===== src/verilog/uv_fault_pkg.sv =====
package uv_fault_pkg;

  // ----------------------------------------------------------------
  // Command codes
  // ----------------------------------------------------------------
  localparam logic [7:0] CMD_UV_FAULT_THRESHOLD = 8'h44; // Word command
  localparam logic [7:0] CMD_UV_FAULT_ACTION    = 8'h45; // Byte command
  localparam logic [7:0] CMD_CLEAR_FAULTS       = 8'h03; // Send-byte, no data

  // ----------------------------------------------------------------
  // Reset values
  // ----------------------------------------------------------------
  localparam logic [15:0] UV_THRESHOLD_RESET = 16'h0000; // Never trips until programmed
  localparam logic [7:0]  UV_ACTION_RESET    = 8'h00;    // Ignore fault

  // ----------------------------------------------------------------
  // Action byte field positions
  // ----------------------------------------------------------------
  localparam int RESPONSE_MSB = 7;
  localparam int RESPONSE_LSB = 6;
  localparam int RETRIES_MSB  = 5;
  localparam int RETRIES_LSB  = 3;
  localparam int DELAY_MSB    = 2;
  localparam int DELAY_LSB    = 0;

  // ----------------------------------------------------------------
  // Field encodings
  // ----------------------------------------------------------------
  localparam logic [1:0] RESP_IGNORE     = 2'h0;
  localparam logic [1:0] RESP_DELAY_RUN  = 2'h1;
  localparam logic [1:0] RESP_DISABLE    = 2'h2;
  localparam logic [1:0] RESP_HOLD_OFF   = 2'h3;
  localparam logic [2:0] RETRY_NONE      = 3'h0;
  localparam logic [2:0] RETRY_ENDLESS   = 3'h7;

  // Command request from the PMBus front end, one cycle per command
  typedef struct packed {
    logic        valid; // Request strobe
    logic        write; // 1 write, 0 read
    logic [7:0]  code;  // Command code
    logic [15:0] wdata; // Write data, byte commands use low byte
  } cmd_req_type;

  // Decoded action byte
  typedef struct packed {
    logic [1:0] response;
    logic [2:0] retries;
    logic [2:0] delay;
  } uv_action_type;

endpackage : uv_fault_pkg


===== src/verilog/uv_compare.sv =====
`timescale 1ns/1ps
module uv_compare
  import uv_fault_pkg::*;
(
  input  wire logic        clk_i,       // System clock
  input  wire logic        rst_i,       // Synchronous reset
  input  wire logic        ce_i,        // Clock enable
  input  wire logic [15:0] vout_i,      // Output voltage sample
  input  wire logic        vout_valid_i, // Sample strobe
  input  wire logic [15:0] threshold_i, // Undervoltage threshold
  output logic             uv_o         // Below threshold, held between samples
);

  // ----------------------------------------------------------------
  // Compare each new sample, unsigned as the data format asks
  // ----------------------------------------------------------------
  always_ff @(posedge clk_i) begin
    if (rst_i) begin
      uv_o <= 1'b0;
    end else if (ce_i && vout_valid_i) begin
      uv_o <= (vout_i < threshold_i); // [RQ1]
    end
  end

endmodule : uv_compare


===== src/verilog/uv_delay_timer.sv =====
`timescale 1ns/1ps
module uv_delay_timer
  import uv_fault_pkg::*;
(
  input  wire logic       clk_i,   // System clock
  input  wire logic       rst_i,   // Synchronous reset
  input  wire logic       ce_i,    // Clock enable
  input  wire logic       start_i, // Restart the interval
  input  wire logic [2:0] code_i,  // Delay code, 2**code units
  input  wire logic       tick_i,  // One pulse per delay unit
  output logic            done_o   // One-cycle pulse at expiry
);

  logic [7:0] units;  // Units to wait, latched at start
  logic [7:0] count;  // Units seen so far
  logic       busy;   // Interval running

  // ----------------------------------------------------------------
  // Interval counter; a new start always restarts from zero
  // ----------------------------------------------------------------
  always_ff @(posedge clk_i) begin
    if (rst_i) begin
      units  <= 8'h00;
      count  <= 8'h00;
      busy   <= 1'b0;
      done_o <= 1'b0;
    end else if (ce_i) begin
      done_o <= 1'b0;
      if (start_i) begin
        units <= 8'h01 << code_i; // [RQ12]
        count <= 8'h00;
        busy  <= 1'b1;
      end else if (busy && tick_i) begin
        // Compare before the increment so 128 fits in eight bits
        if (count == units - 8'h01) begin
          busy   <= 1'b0;
          done_o <= 1'b1;
        end else begin
          count <= count + 8'h01;
        end
      end
    end
  end

endmodule : uv_delay_timer


===== src/verilog/uv_fault_handler.sv =====
// Contract
// RQ1: Sixteen-bit read/write unsigned undervoltage threshold word.
// RQ2: Read/write action byte selects undervoltage reaction.
// RQ3: Response 00 keeps running, no action.
// RQ4: Response 01 runs for delay, then retries.
// RQ5: Response 10 disables at once, then retries.
// RQ6: Response 11 holds off while undervoltage persists.
// RQ7: Bit clear, clear command, reset, off-on clear.
// RQ8: Retry 000 stays off until cleared.
// RQ9: Retry 111 restarts endlessly until commanded off.
// RQ10: Retry 001 one attempt, spaced by delay.
// RQ11: Retry 010 to 110 give two to six.
// RQ12: Delay code gives 1 to 128 units.
// RQ13: Attempt counter resets on clear or enable.
`timescale 1ns/1ps
module uv_fault_handler
  import uv_fault_pkg::*;
(
  input  wire logic        clk_i,            // System clock, 100 MHz
  input  wire logic        rst_i,            // Synchronous reset, bias-power reset
  input  wire logic        ce_i,             // Clock enable, freezes all state
  input  wire cmd_req_type cmd_i,            // Decoded command from front end
  input  wire logic [15:0] vout_i,           // Output voltage sample
  input  wire logic        vout_valid_i,     // Sample strobe
  input  wire logic        delay_tick_i,     // One pulse per delay unit
  input  wire logic        output_on_i,      // Output commanded on
  input  wire logic        fault_bit_clear_i, // Status bit cleared by host
  output logic             cmd_ack_o,        // Answer strobe for any command
  output logic [15:0]      cmd_rdata_o,      // Read data, zero for unknown codes
  output logic             out_enable_o,     // Power stage enable
  output logic             uv_fault_o,       // Fault being handled or latched
  output logic             uv_level_o        // Undervoltage seen now
);

  // ----------------------------------------------------------------
  // Registers and state
  // ----------------------------------------------------------------
  typedef enum logic [2:0] {
    ST_RUN       = 3'b000, // Normal operation
    ST_DELAY_RUN = 3'b001, // Still running, delay before acting
    ST_HOLD      = 3'b010, // Off while undervoltage present
    ST_OFF_WAIT  = 3'b011, // Off, waiting before next attempt
    ST_RESTART   = 3'b100, // Attempt in progress, output on
    ST_LATCHED   = 3'b101  // Off until cleared
  } state_type;

  logic [15:0]   threshold;     // Threshold word
  logic [7:0]    action_byte;   // Raw action byte
  uv_action_type action;        // Field view of the action byte
  state_type     state;         // Current handler state
  state_type     next_state;    // Next handler state
  logic [2:0]    attempts;      // Restart attempts made
  logic [2:0]    next_attempts; // Next attempt count
  logic          timer_start;   // Restart the delay interval
  logic          timer_done;    // Delay interval expired
  logic          uv;            // Compared undervoltage level
  logic          clear_evt;     // Bit clear, output off or clear command
  logic          more_tries;    // Another restart allowed

  assign action = uv_action_type'(action_byte);

  // ----------------------------------------------------------------
  // Helpers
  // ----------------------------------------------------------------
  uv_compare u_compare (
    .clk_i        (clk_i),
    .rst_i        (rst_i),
    .ce_i         (ce_i),
    .vout_i       (vout_i),
    .vout_valid_i (vout_valid_i),
    .threshold_i  (threshold),
    .uv_o         (uv)
  );

  uv_delay_timer u_timer (
    .clk_i   (clk_i),
    .rst_i   (rst_i),
    .ce_i    (ce_i),
    .start_i (timer_start),
    .code_i  (action.delay),
    .tick_i  (delay_tick_i),
    .done_o  (timer_done)
  );

  // ----------------------------------------------------------------
  // Command port
  // ----------------------------------------------------------------
  // Register writes
  always_ff @(posedge clk_i) begin
    if (rst_i) begin
      threshold   <= UV_THRESHOLD_RESET;
      action_byte <= UV_ACTION_RESET;
    end else if (ce_i && cmd_i.valid && cmd_i.write) begin
      if (cmd_i.code == CMD_UV_FAULT_THRESHOLD) begin
        threshold <= cmd_i.wdata; // [RQ1]
      end
      if (cmd_i.code == CMD_UV_FAULT_ACTION) begin
        action_byte <= cmd_i.wdata[7:0]; // [RQ2]
      end
    end
  end

  // Read answers, one cycle after the request
  always_ff @(posedge clk_i) begin
    if (rst_i) begin
      cmd_ack_o   <= 1'b0;
      cmd_rdata_o <= 16'h0000;
    end else if (ce_i) begin
      cmd_ack_o <= cmd_i.valid;
      if (cmd_i.valid && !cmd_i.write) begin
        unique case (cmd_i.code)
          CMD_UV_FAULT_THRESHOLD: cmd_rdata_o <= threshold;           // [RQ1]
          CMD_UV_FAULT_ACTION:    cmd_rdata_o <= {8'h00, action_byte}; // [RQ2]
          default:                cmd_rdata_o <= 16'h0000;
        endcase
      end
    end
  end

  // ----------------------------------------------------------------
  // Fault handling
  // ----------------------------------------------------------------
  // Output off alone clears, so off then on always starts fresh
  assign clear_evt = fault_bit_clear_i || !output_on_i ||
                     (cmd_i.valid && cmd_i.write && cmd_i.code == CMD_CLEAR_FAULTS); // [RQ7]

  // Endless code never runs out; others count up to the code
  assign more_tries = (action.retries == RETRY_ENDLESS) ||
                      (attempts < action.retries); // [RQ9] [RQ10] [RQ11]

  // Next state and attempt count
  always_comb begin
    next_state    = state;
    next_attempts = attempts;
    timer_start   = 1'b0;
    if (clear_evt) begin
      // Clear wins over every state; a live fault re-enters next cycle
      next_state    = ST_RUN;         // [RQ7]
      next_attempts = 3'h0;           // [RQ13]
    end else begin
      unique case (state)
        ST_RUN: begin
          next_attempts = 3'h0;       // [RQ13]
          if (uv) begin
            unique case (action.response)
              RESP_IGNORE: next_state = ST_RUN; // [RQ3]
              RESP_DELAY_RUN: begin
                next_state  = ST_DELAY_RUN;     // [RQ4]
                timer_start = 1'b1;
              end
              RESP_DISABLE: begin
                // No retries means straight to the latched state
                if (action.retries == RETRY_NONE) begin
                  next_state = ST_LATCHED;      // [RQ5] [RQ8]
                end else begin
                  next_state  = ST_OFF_WAIT;    // [RQ5]
                  timer_start = 1'b1;
                end
              end
              RESP_HOLD_OFF: next_state = ST_HOLD; // [RQ6]
            endcase
          end
        end
        ST_DELAY_RUN: begin
          // Only the level at expiry matters
          if (timer_done) begin
            if (!uv) begin
              next_state = ST_RUN;
            end else if (action.retries == RETRY_NONE) begin
              next_state = ST_LATCHED;  // [RQ4] [RQ8]
            end else begin
              next_state  = ST_OFF_WAIT; // [RQ4]
              timer_start = 1'b1;
            end
          end
        end
        ST_HOLD: begin
          if (!uv) begin
            next_state = ST_RUN;        // [RQ6]
          end
        end
        ST_OFF_WAIT: begin
          if (timer_done) begin
            next_state    = ST_RESTART; // [RQ10]
            next_attempts = (attempts == RETRY_ENDLESS) ? attempts : attempts + 3'h1;
            timer_start   = 1'b1;
          end
        end
        ST_RESTART: begin
          // Attempt judged at the end of one delay interval
          if (timer_done) begin
            if (!uv) begin
              next_state = ST_RUN;
            end else if (more_tries) begin
              next_state  = ST_OFF_WAIT; // [RQ9] [RQ11]
              timer_start = 1'b1;
            end else begin
              next_state = ST_LATCHED;   // [RQ10] [RQ11]
            end
          end
        end
        ST_LATCHED: next_state = ST_LATCHED; // [RQ8]
        default:    next_state = ST_RUN;
      endcase
    end
  end

  // State and counter
  always_ff @(posedge clk_i) begin
    if (rst_i) begin
      state    <= ST_RUN;             // [RQ7]
      attempts <= 3'h0;
    end else if (ce_i) begin
      state    <= next_state;
      attempts <= next_attempts;
    end
  end

  // Registered outputs; enable and fault taken from the next state so they match it
  always_ff @(posedge clk_i) begin
    if (rst_i) begin
      out_enable_o <= 1'b0;
      uv_fault_o   <= 1'b0;
      uv_level_o   <= 1'b0;
    end else if (ce_i) begin
      out_enable_o <= output_on_i && (next_state == ST_RUN ||
                      next_state == ST_DELAY_RUN || next_state == ST_RESTART); // [RQ5] [RQ6]
      uv_fault_o   <= (next_state != ST_RUN);
      uv_level_o   <= uv;
    end
  end
endmodule : uv_fault_handler


===== config.mk =====
export PLATFORM = sky130hd
export DESIGN_NAME = uv_fault_handler
export DESIGN_NICKNAME = d
export VERILOG_FILES = /design/src/verilog/uv_fault_pkg.sv /design/src/verilog/uv_compare.sv /design/src/verilog/uv_delay_timer.sv /design/src/verilog/uv_fault_handler.sv
export SDC_FILE = /design/constraint.sdc
export NUM_CORES = 1
export LEC_CHECK = 0
export BUFFER_PORTS_ARGS = -buffer_cell sky130_fd_sc_hd__buf_4
export CAP_MARGIN = 20
export CORE_UTILIZATION = 50
export DETAILED_ROUTE_END_ITERATION = 10
export GPL_ROUTABILITY_DRIVEN = 0
export PLACE_DENSITY_LB_ADDON = 0.15
export SLEW_MARGIN = 20
export SYNTH_ARGS = -nofsm -noshare
export SYNTH_HDL_FRONTEND = slang
export SYNTH_SLANG_ARGS = --single-unit

===== constraint.sdc =====
create_clock -name clk_i -period 2.6 [get_ports clk_i]
set_input_delay 0.26 -clock clk_i [delete_from_list [all_inputs] [get_ports clk_i]]
set_output_delay 0.26 -clock clk_i [all_outputs]
set_load 0.01 [all_outputs]

**After elaboration in Yosys (flattened, before gate mapping)**

Cells that the tools add are included.
W data, S select, Z words.

- Add/sub/neg operators: 3
- Order comparisons: 2
- Equal/unequal tests: 19
- Shift operators: 1
- Mux-type cells: 37
- Reductions and logical operators: 30

Operator list:

| kind | number |
|---|---|
| $mux W3 | 13 |
| $pmux W16 S2 | 1 |
| $mux W8 | 3 |
| $pmux W3 S6 | 1 |
| $eq A8 B7 Y1 const B | 2 |
| $lt A16 B16 Y1 | 1 |
| $eq A3 B3 Y1 const B | 5 |
| $mux W1 | 15 |
| $pmux W3 S4 | 1 |
| $logic_not A3 Y1 | 3 |
| $add A8 B1 Y8 const B | 1 |
| $eq A8 B2 Y1 const B | 1 |
| $eq A8 B8 Y1 | 1 |
| $logic_and A1 B1 Y1 | 8 |
| $reduce_and A2 Y1 | 4 |
| $shl A1 B3 Y8 const A | 1 |
| $sub A8 B1 Y8 const B | 1 |
| $eq A3 B1 Y1 const B | 2 |
| $eq A3 B2 Y1 const B | 2 |
| $pmux W3 S2 | 1 |
| $reduce_and A3 Y1 | 2 |
| $reduce_bool A3 Y1 | 2 |
| $logic_or A1 B1 Y1 | 5 |
| $eq A2 B2 Y1 const B | 2 |
| 12 further kinds | 14 |

- Register bits after elaboration: 69
- Input bits: 49
- Logic and storage cells: 106

**Longest topological paths before layout**

- Depth in word-level cells: 11
- Gate-level depth with buffers: 11

**Cells and area by module**

Synthesis repeated with hierarchy kept, for this count alone.

- Cells, all modules: 469
- Area, all modules: 3844.9 um2

Modules (own cells, without submodules):

| module | instances | cells each | area an instance (um2) |
|---|---|---|---|
| uv_fault_handler | 1 | 286 | 2362.3 |
| uv_delay_timer | 1 | 127 | 1032.2 |
| uv_compare | 1 | 56 | 450.4 |

**Worst setup path after synthesis**

No wires, ideal clock.

- Path type: register to register
- From: reg action_byte[6] (netlist: action[6])
- To: reg u_timer.units[1]
- Arrival time: 2.359 ns
- Data required time: 2.530 ns
- Path slack: 0.170 ns
- Cell stages (with the launch flop): 11
- Path buffers: 1
- Path through: dfxtp_1 -> inv_1 -> ha_1 -> o21ai_0 -> o32a_1 -> o31ai_1 -> o221a_2 -> clkbuf_8 -> nand2_1 -> or4b_1 -> a21oi_1

- Cells in the longest elaborated chain, start to end: 6
- Elaborated cells between the ends (all ways): 7
- Those cells by class: 2 x eq/ne; 4 x mux; 1 x reduce/logical

RTL lines:

| element | RTL line | RTL |
|---|---|---|
| start: declaration | uv_fault_handler.sv:48 | `logic [7:0] action_byte;` |
| start signal: assignment | uv_fault_handler.sv:98 | `action_byte <= cmd_i.wdata[7:0];` |
| $eq A2 B2 Y1 / $eq A2 B1 Y1 (equally long branches) | uv_fault_handler.sv:145 | `unique case (action.response)` |
| $pmux W1 S2 * | uv_fault_handler.sv:145 |  |
| $mux W1 * | uv_fault_handler.sv:144 | `if (uv) begin` |
| $pmux W1 S4 * | uv_fault_handler.sv:141 | `unique case (state)` |
| $mux W1 * | uv_fault_handler.sv:136 | `if (clear_evt) begin` |
| $reduce_and A2 Y1 (no line) * | -- |  |
| end signal: assignment | uv_delay_timer.sv:30 | `units <= 8'h01 << code_i;` |
| end: declaration | uv_delay_timer.sv:14 | `logic [7:0] units;` |

Mark *: on every way between the ends. The rest lies on a longest branch, timed or not.
A chain may end at the register's enable or synchronous reset.

**Final worst setup path**

- From: reg u_timer.units[0]
- To: reg u_timer.count[6]

- Cells in the longest elaborated chain, start to end: 4

RTL lines:

| element | RTL line | RTL |
|---|---|---|
| $sub A8 B1 Y8 | uv_delay_timer.sv:35 | `if (count == units - 8'h01) begin` |
| $eq A8 B8 Y1 | uv_delay_timer.sv:35 |  |
| $ne A2 B2 Y1 (no line) | -- |  |
| $reduce_and A3 Y1 (no line) | -- |  |
| end signal: assignment | uv_delay_timer.sv:39 | `count <= count + 8'h01;` |
| end: declaration | uv_delay_timer.sv:15 | `logic [7:0] count;` |

Every way passes these cells.

==> metrics <==
run status finished, final reports clean; Ports 69; commonest non-fill, non-tap cells in the layout buf_4, nand2_1, dfxtp_1; Overall Global Routing Usage 24.1%; via total after detailed routing about 3600; ys async rst share 0%; crit-path max FO 6; synthesized area around 3800 µm²; number of nets in the synthesized netlist 550; WL/cell about 14 µm; number of unique standard cell types used by synthesis 56; switching power total 499 µW; number of antenna violations at the first check in global routing 0; headroom to the max-slew limit 54.6%; CP delay by family, top simple AND/OR/NAND/NOR gates; number of H-tree branching levels 3; Highest Clock Rate about 0.4 GHz; number of nets in the final layout 615; global routing met1 resource utilization 29.5%; sequential share of the synthesized area a little over a third; Finish-stage setup viols 0; HP Class primary input to register; most crowded layer after global routing met2; total global routing overflow 0; slew at the pin closest to its max-slew limit 0.681 ns; GRT met3 Usage 7.20%; fillers 653; count of maximum capacitance violations 0; fraction of final layout cells with drive strength greater than 1 between 20% and 30%; chain of cells forming the critical path or4_4 -> o221ai_1 -> or3b_4 -> o2111ai_4 -> a31oi_4 -> nor4_2 -> mux2i_1; Worst Skew 0.00646 ns; number of max-slew violations in the final report 0; x dimension of the die roughly 89 µm; Data required, critical path 2.89 ns; delay of the slowest cell on the worst path approximately 0.56 ns; category of the worst setup path capture point register; DRC viols 0; static leakage power 0.00171 µW; Reg power frac between 40% and 50%; final setup slack of the worst path 0.112 ns; Hold Vio Cnt, Final 0; starting density of the core between 50% and 60%; VDD IR-drop max 0.000391 V; total die area 8000 µm²; Power, Total 2170 µW; number of placed cells counting well taps 626; pin count of the biggest net entering global routing 67; IO Port Bufs 68; final non-filler cell total about 650; Clock Tree Buf Depth 2; layout-stage area growth over the synthesis result 21.6%; Routed Wire Length 9.23 mm; number of global-route vias before repair 3265; most frequently used flop master after synthesis dfxtp_1; Post-Syn Instances 476; detailed-routing iteration count for the pre-antenna-repair pass 4; count of synthesis-stage warnings from yosys 0; power density over cell area 468 nW/µm²; number of nets with antenna violations after routing 0; arrival time at the worst endpoint 2.77 ns; Detail Placement HPWL 6.64 mm; std cell rows 31; area of the core 7330 µm²; number of antenna cells inserted 0; count of flip-flops with a built-in enable after synthesis 0; first-pass GRT wire length 14.8 mm; clock-pin slew on the worst setup and hold paths 0.08 ns; cell chosen for the clock root clkbuf_8; Internal Dissipation 1670 µW; die span in y 89.4 µm; TritonCTS clock tree built; average cell area after synthesis 8.03 µm²; clock latency reported for the late side of the worst-skew pair about 0.35 ns; post-synthesis sequential element count 69; cell with the biggest individual delay on the critical path or4_4; switching part of the total power 23.0%; 1st-iter DRT viols ~170; most common cell after layout, fill and taps aside buf_4; post-DR vias/cell 5.60; combinational group share of total power 6.9%; pre-CTS setup slack 0.0950 ns; global-route met2 utilization 41.4%; shortest clock period the worst path allows after layout 2.49 ns; clock network power share 44.2%; Final period util 95.7%; Worst Setup Start Kind register; buffer and inverter count on the worst path 0; hold buffers post-CTS 0; number of buffers created by CTS 9; CTS sink count between 60 and 70; kind of critical path register to register
## cell type report
| type | instances | area, µm² | share of cell area [%] |
|---|---|---|---|
| inverters | 25 | 93.8 | 2.02 |
| clock inverters | 6 | 86.3 | 1.86 |
| clock buffers | 10 | 128 | 2.75 |
| flip-flops and latches | 69 | 1380 | 29.7 |
| repair buffers | 81 | 608 | 13.1 |
| well taps | 99 | 124 | 2.66 |
| multi-input cells | 355 | 2230 | 47.9 |
## metrics by stage
stage          area [µm²]   TNS, ns  util [%]  hold slack, ns
3_5_place_dp         4410         0      60.1           0.448
2_1_floorplan        3820         0         -           0.400
5_1_grt              4650  -0.00140      63.4           0.156
4_1_cts              4620         0      63.0           0.146
6_report             4650         0      63.4           0.157
3_3_place_gp         4410         0      60.1           0.439
## path summary, 6_finish.rpt
check	startpoint	to	slack, ns	cells past startpoint
worst max-delay path	u_timer.units[0]$_SDFFE_PP0P_	u_timer.count[6]$_SDFFE_PP0P_	0.11	7
worst min-delay path	cmd_i[15]	threshold[15]$_SDFFE_PP0P_	0.16	3
worst max register to register	u_timer.units[0]$_SDFFE_PP0P_	u_timer.count[6]$_SDFFE_PP0P_	0.11	7
worst min register to register	threshold[1]$_SDFFE_PP0P_	threshold[1]$_SDFFE_PP0P_	0.46	2
## power groups by stage
stage | clock network [µW] | registers, µW | logic, µW
after floorplan | 0 | 1090 | 67.4
after global placement | 0 | 1090 | 148
after detailed placement | 0 | 1090 | 151
after CTS | 975 | 1060 | 152
after global routing | 1020 | 1060 | 166
final | 960 | 1060 | 150
## synth_stat cells (12+ instances only)
cell type | number | area (µm²)
nand2_1 | 74 | 278
a21oi_1 | 43 | 215
inv_1 | 25 | 93.8
mux2i_1 | 15 | 150
dfxtp_1 | 69 | 1380
clkbuf_1 | 22 | 82.6
a22oi_1 | 18 | 135
nor3_1 | 12 | 60.1
o21ai_0 | 22 | 110
ha_1 | 25 | 313
nor2_1 | 48 | 180
## repair_timing
action | CTS | global route
buffers inserted | 0 | 3
endpoints found under the setup margin | 0 | 6
resized for setup | 0 | 2
hold endpoints to repair | 0 | 0
## cell families (layout without fill, tap and decap cells)
logic type                 after synthesis  after routing  share of synthesized area, %
xor gates and xnor gates                 9              9                          2.06
DFF                                     69             69                          36.1
muxes                                   16             16                          4.22
adders and majority gates               25             25                          8.19
and+or+nand+nor                        195            195                          24.9
AOI/OAI and AO/OA                      110            110                          18.8
buffers and inverters                   52            122                          5.70
## sequential cells by signal (all words and copies together), names as in the netlist
name            count
cmd_rdata_o        16
threshold          16
action              8
u_timer.count       8
u_timer.units       8
attempts            3
state               3
cmd_ack_o           1
out_enable_o        1
u_compare.uv_o      1
u_timer.busy        1
u_timer.done_o      1
uv_fault_o          1
uv_level_o          1
## worst min-delay path, cell delays in order
cell     delay (ns)
buf_4          0.11
nand2_1        0.05
a21oi_1        0.05
## metal layers
metal | vias up | wire length [µm]
met2 | 99 | 4450
met3 | 11 | 589
met5 | - | 0
li1 | 1796 | -
met4 | 0 | 91
met1 | 1704 | 4100
(Power assumes the default switching activity.)
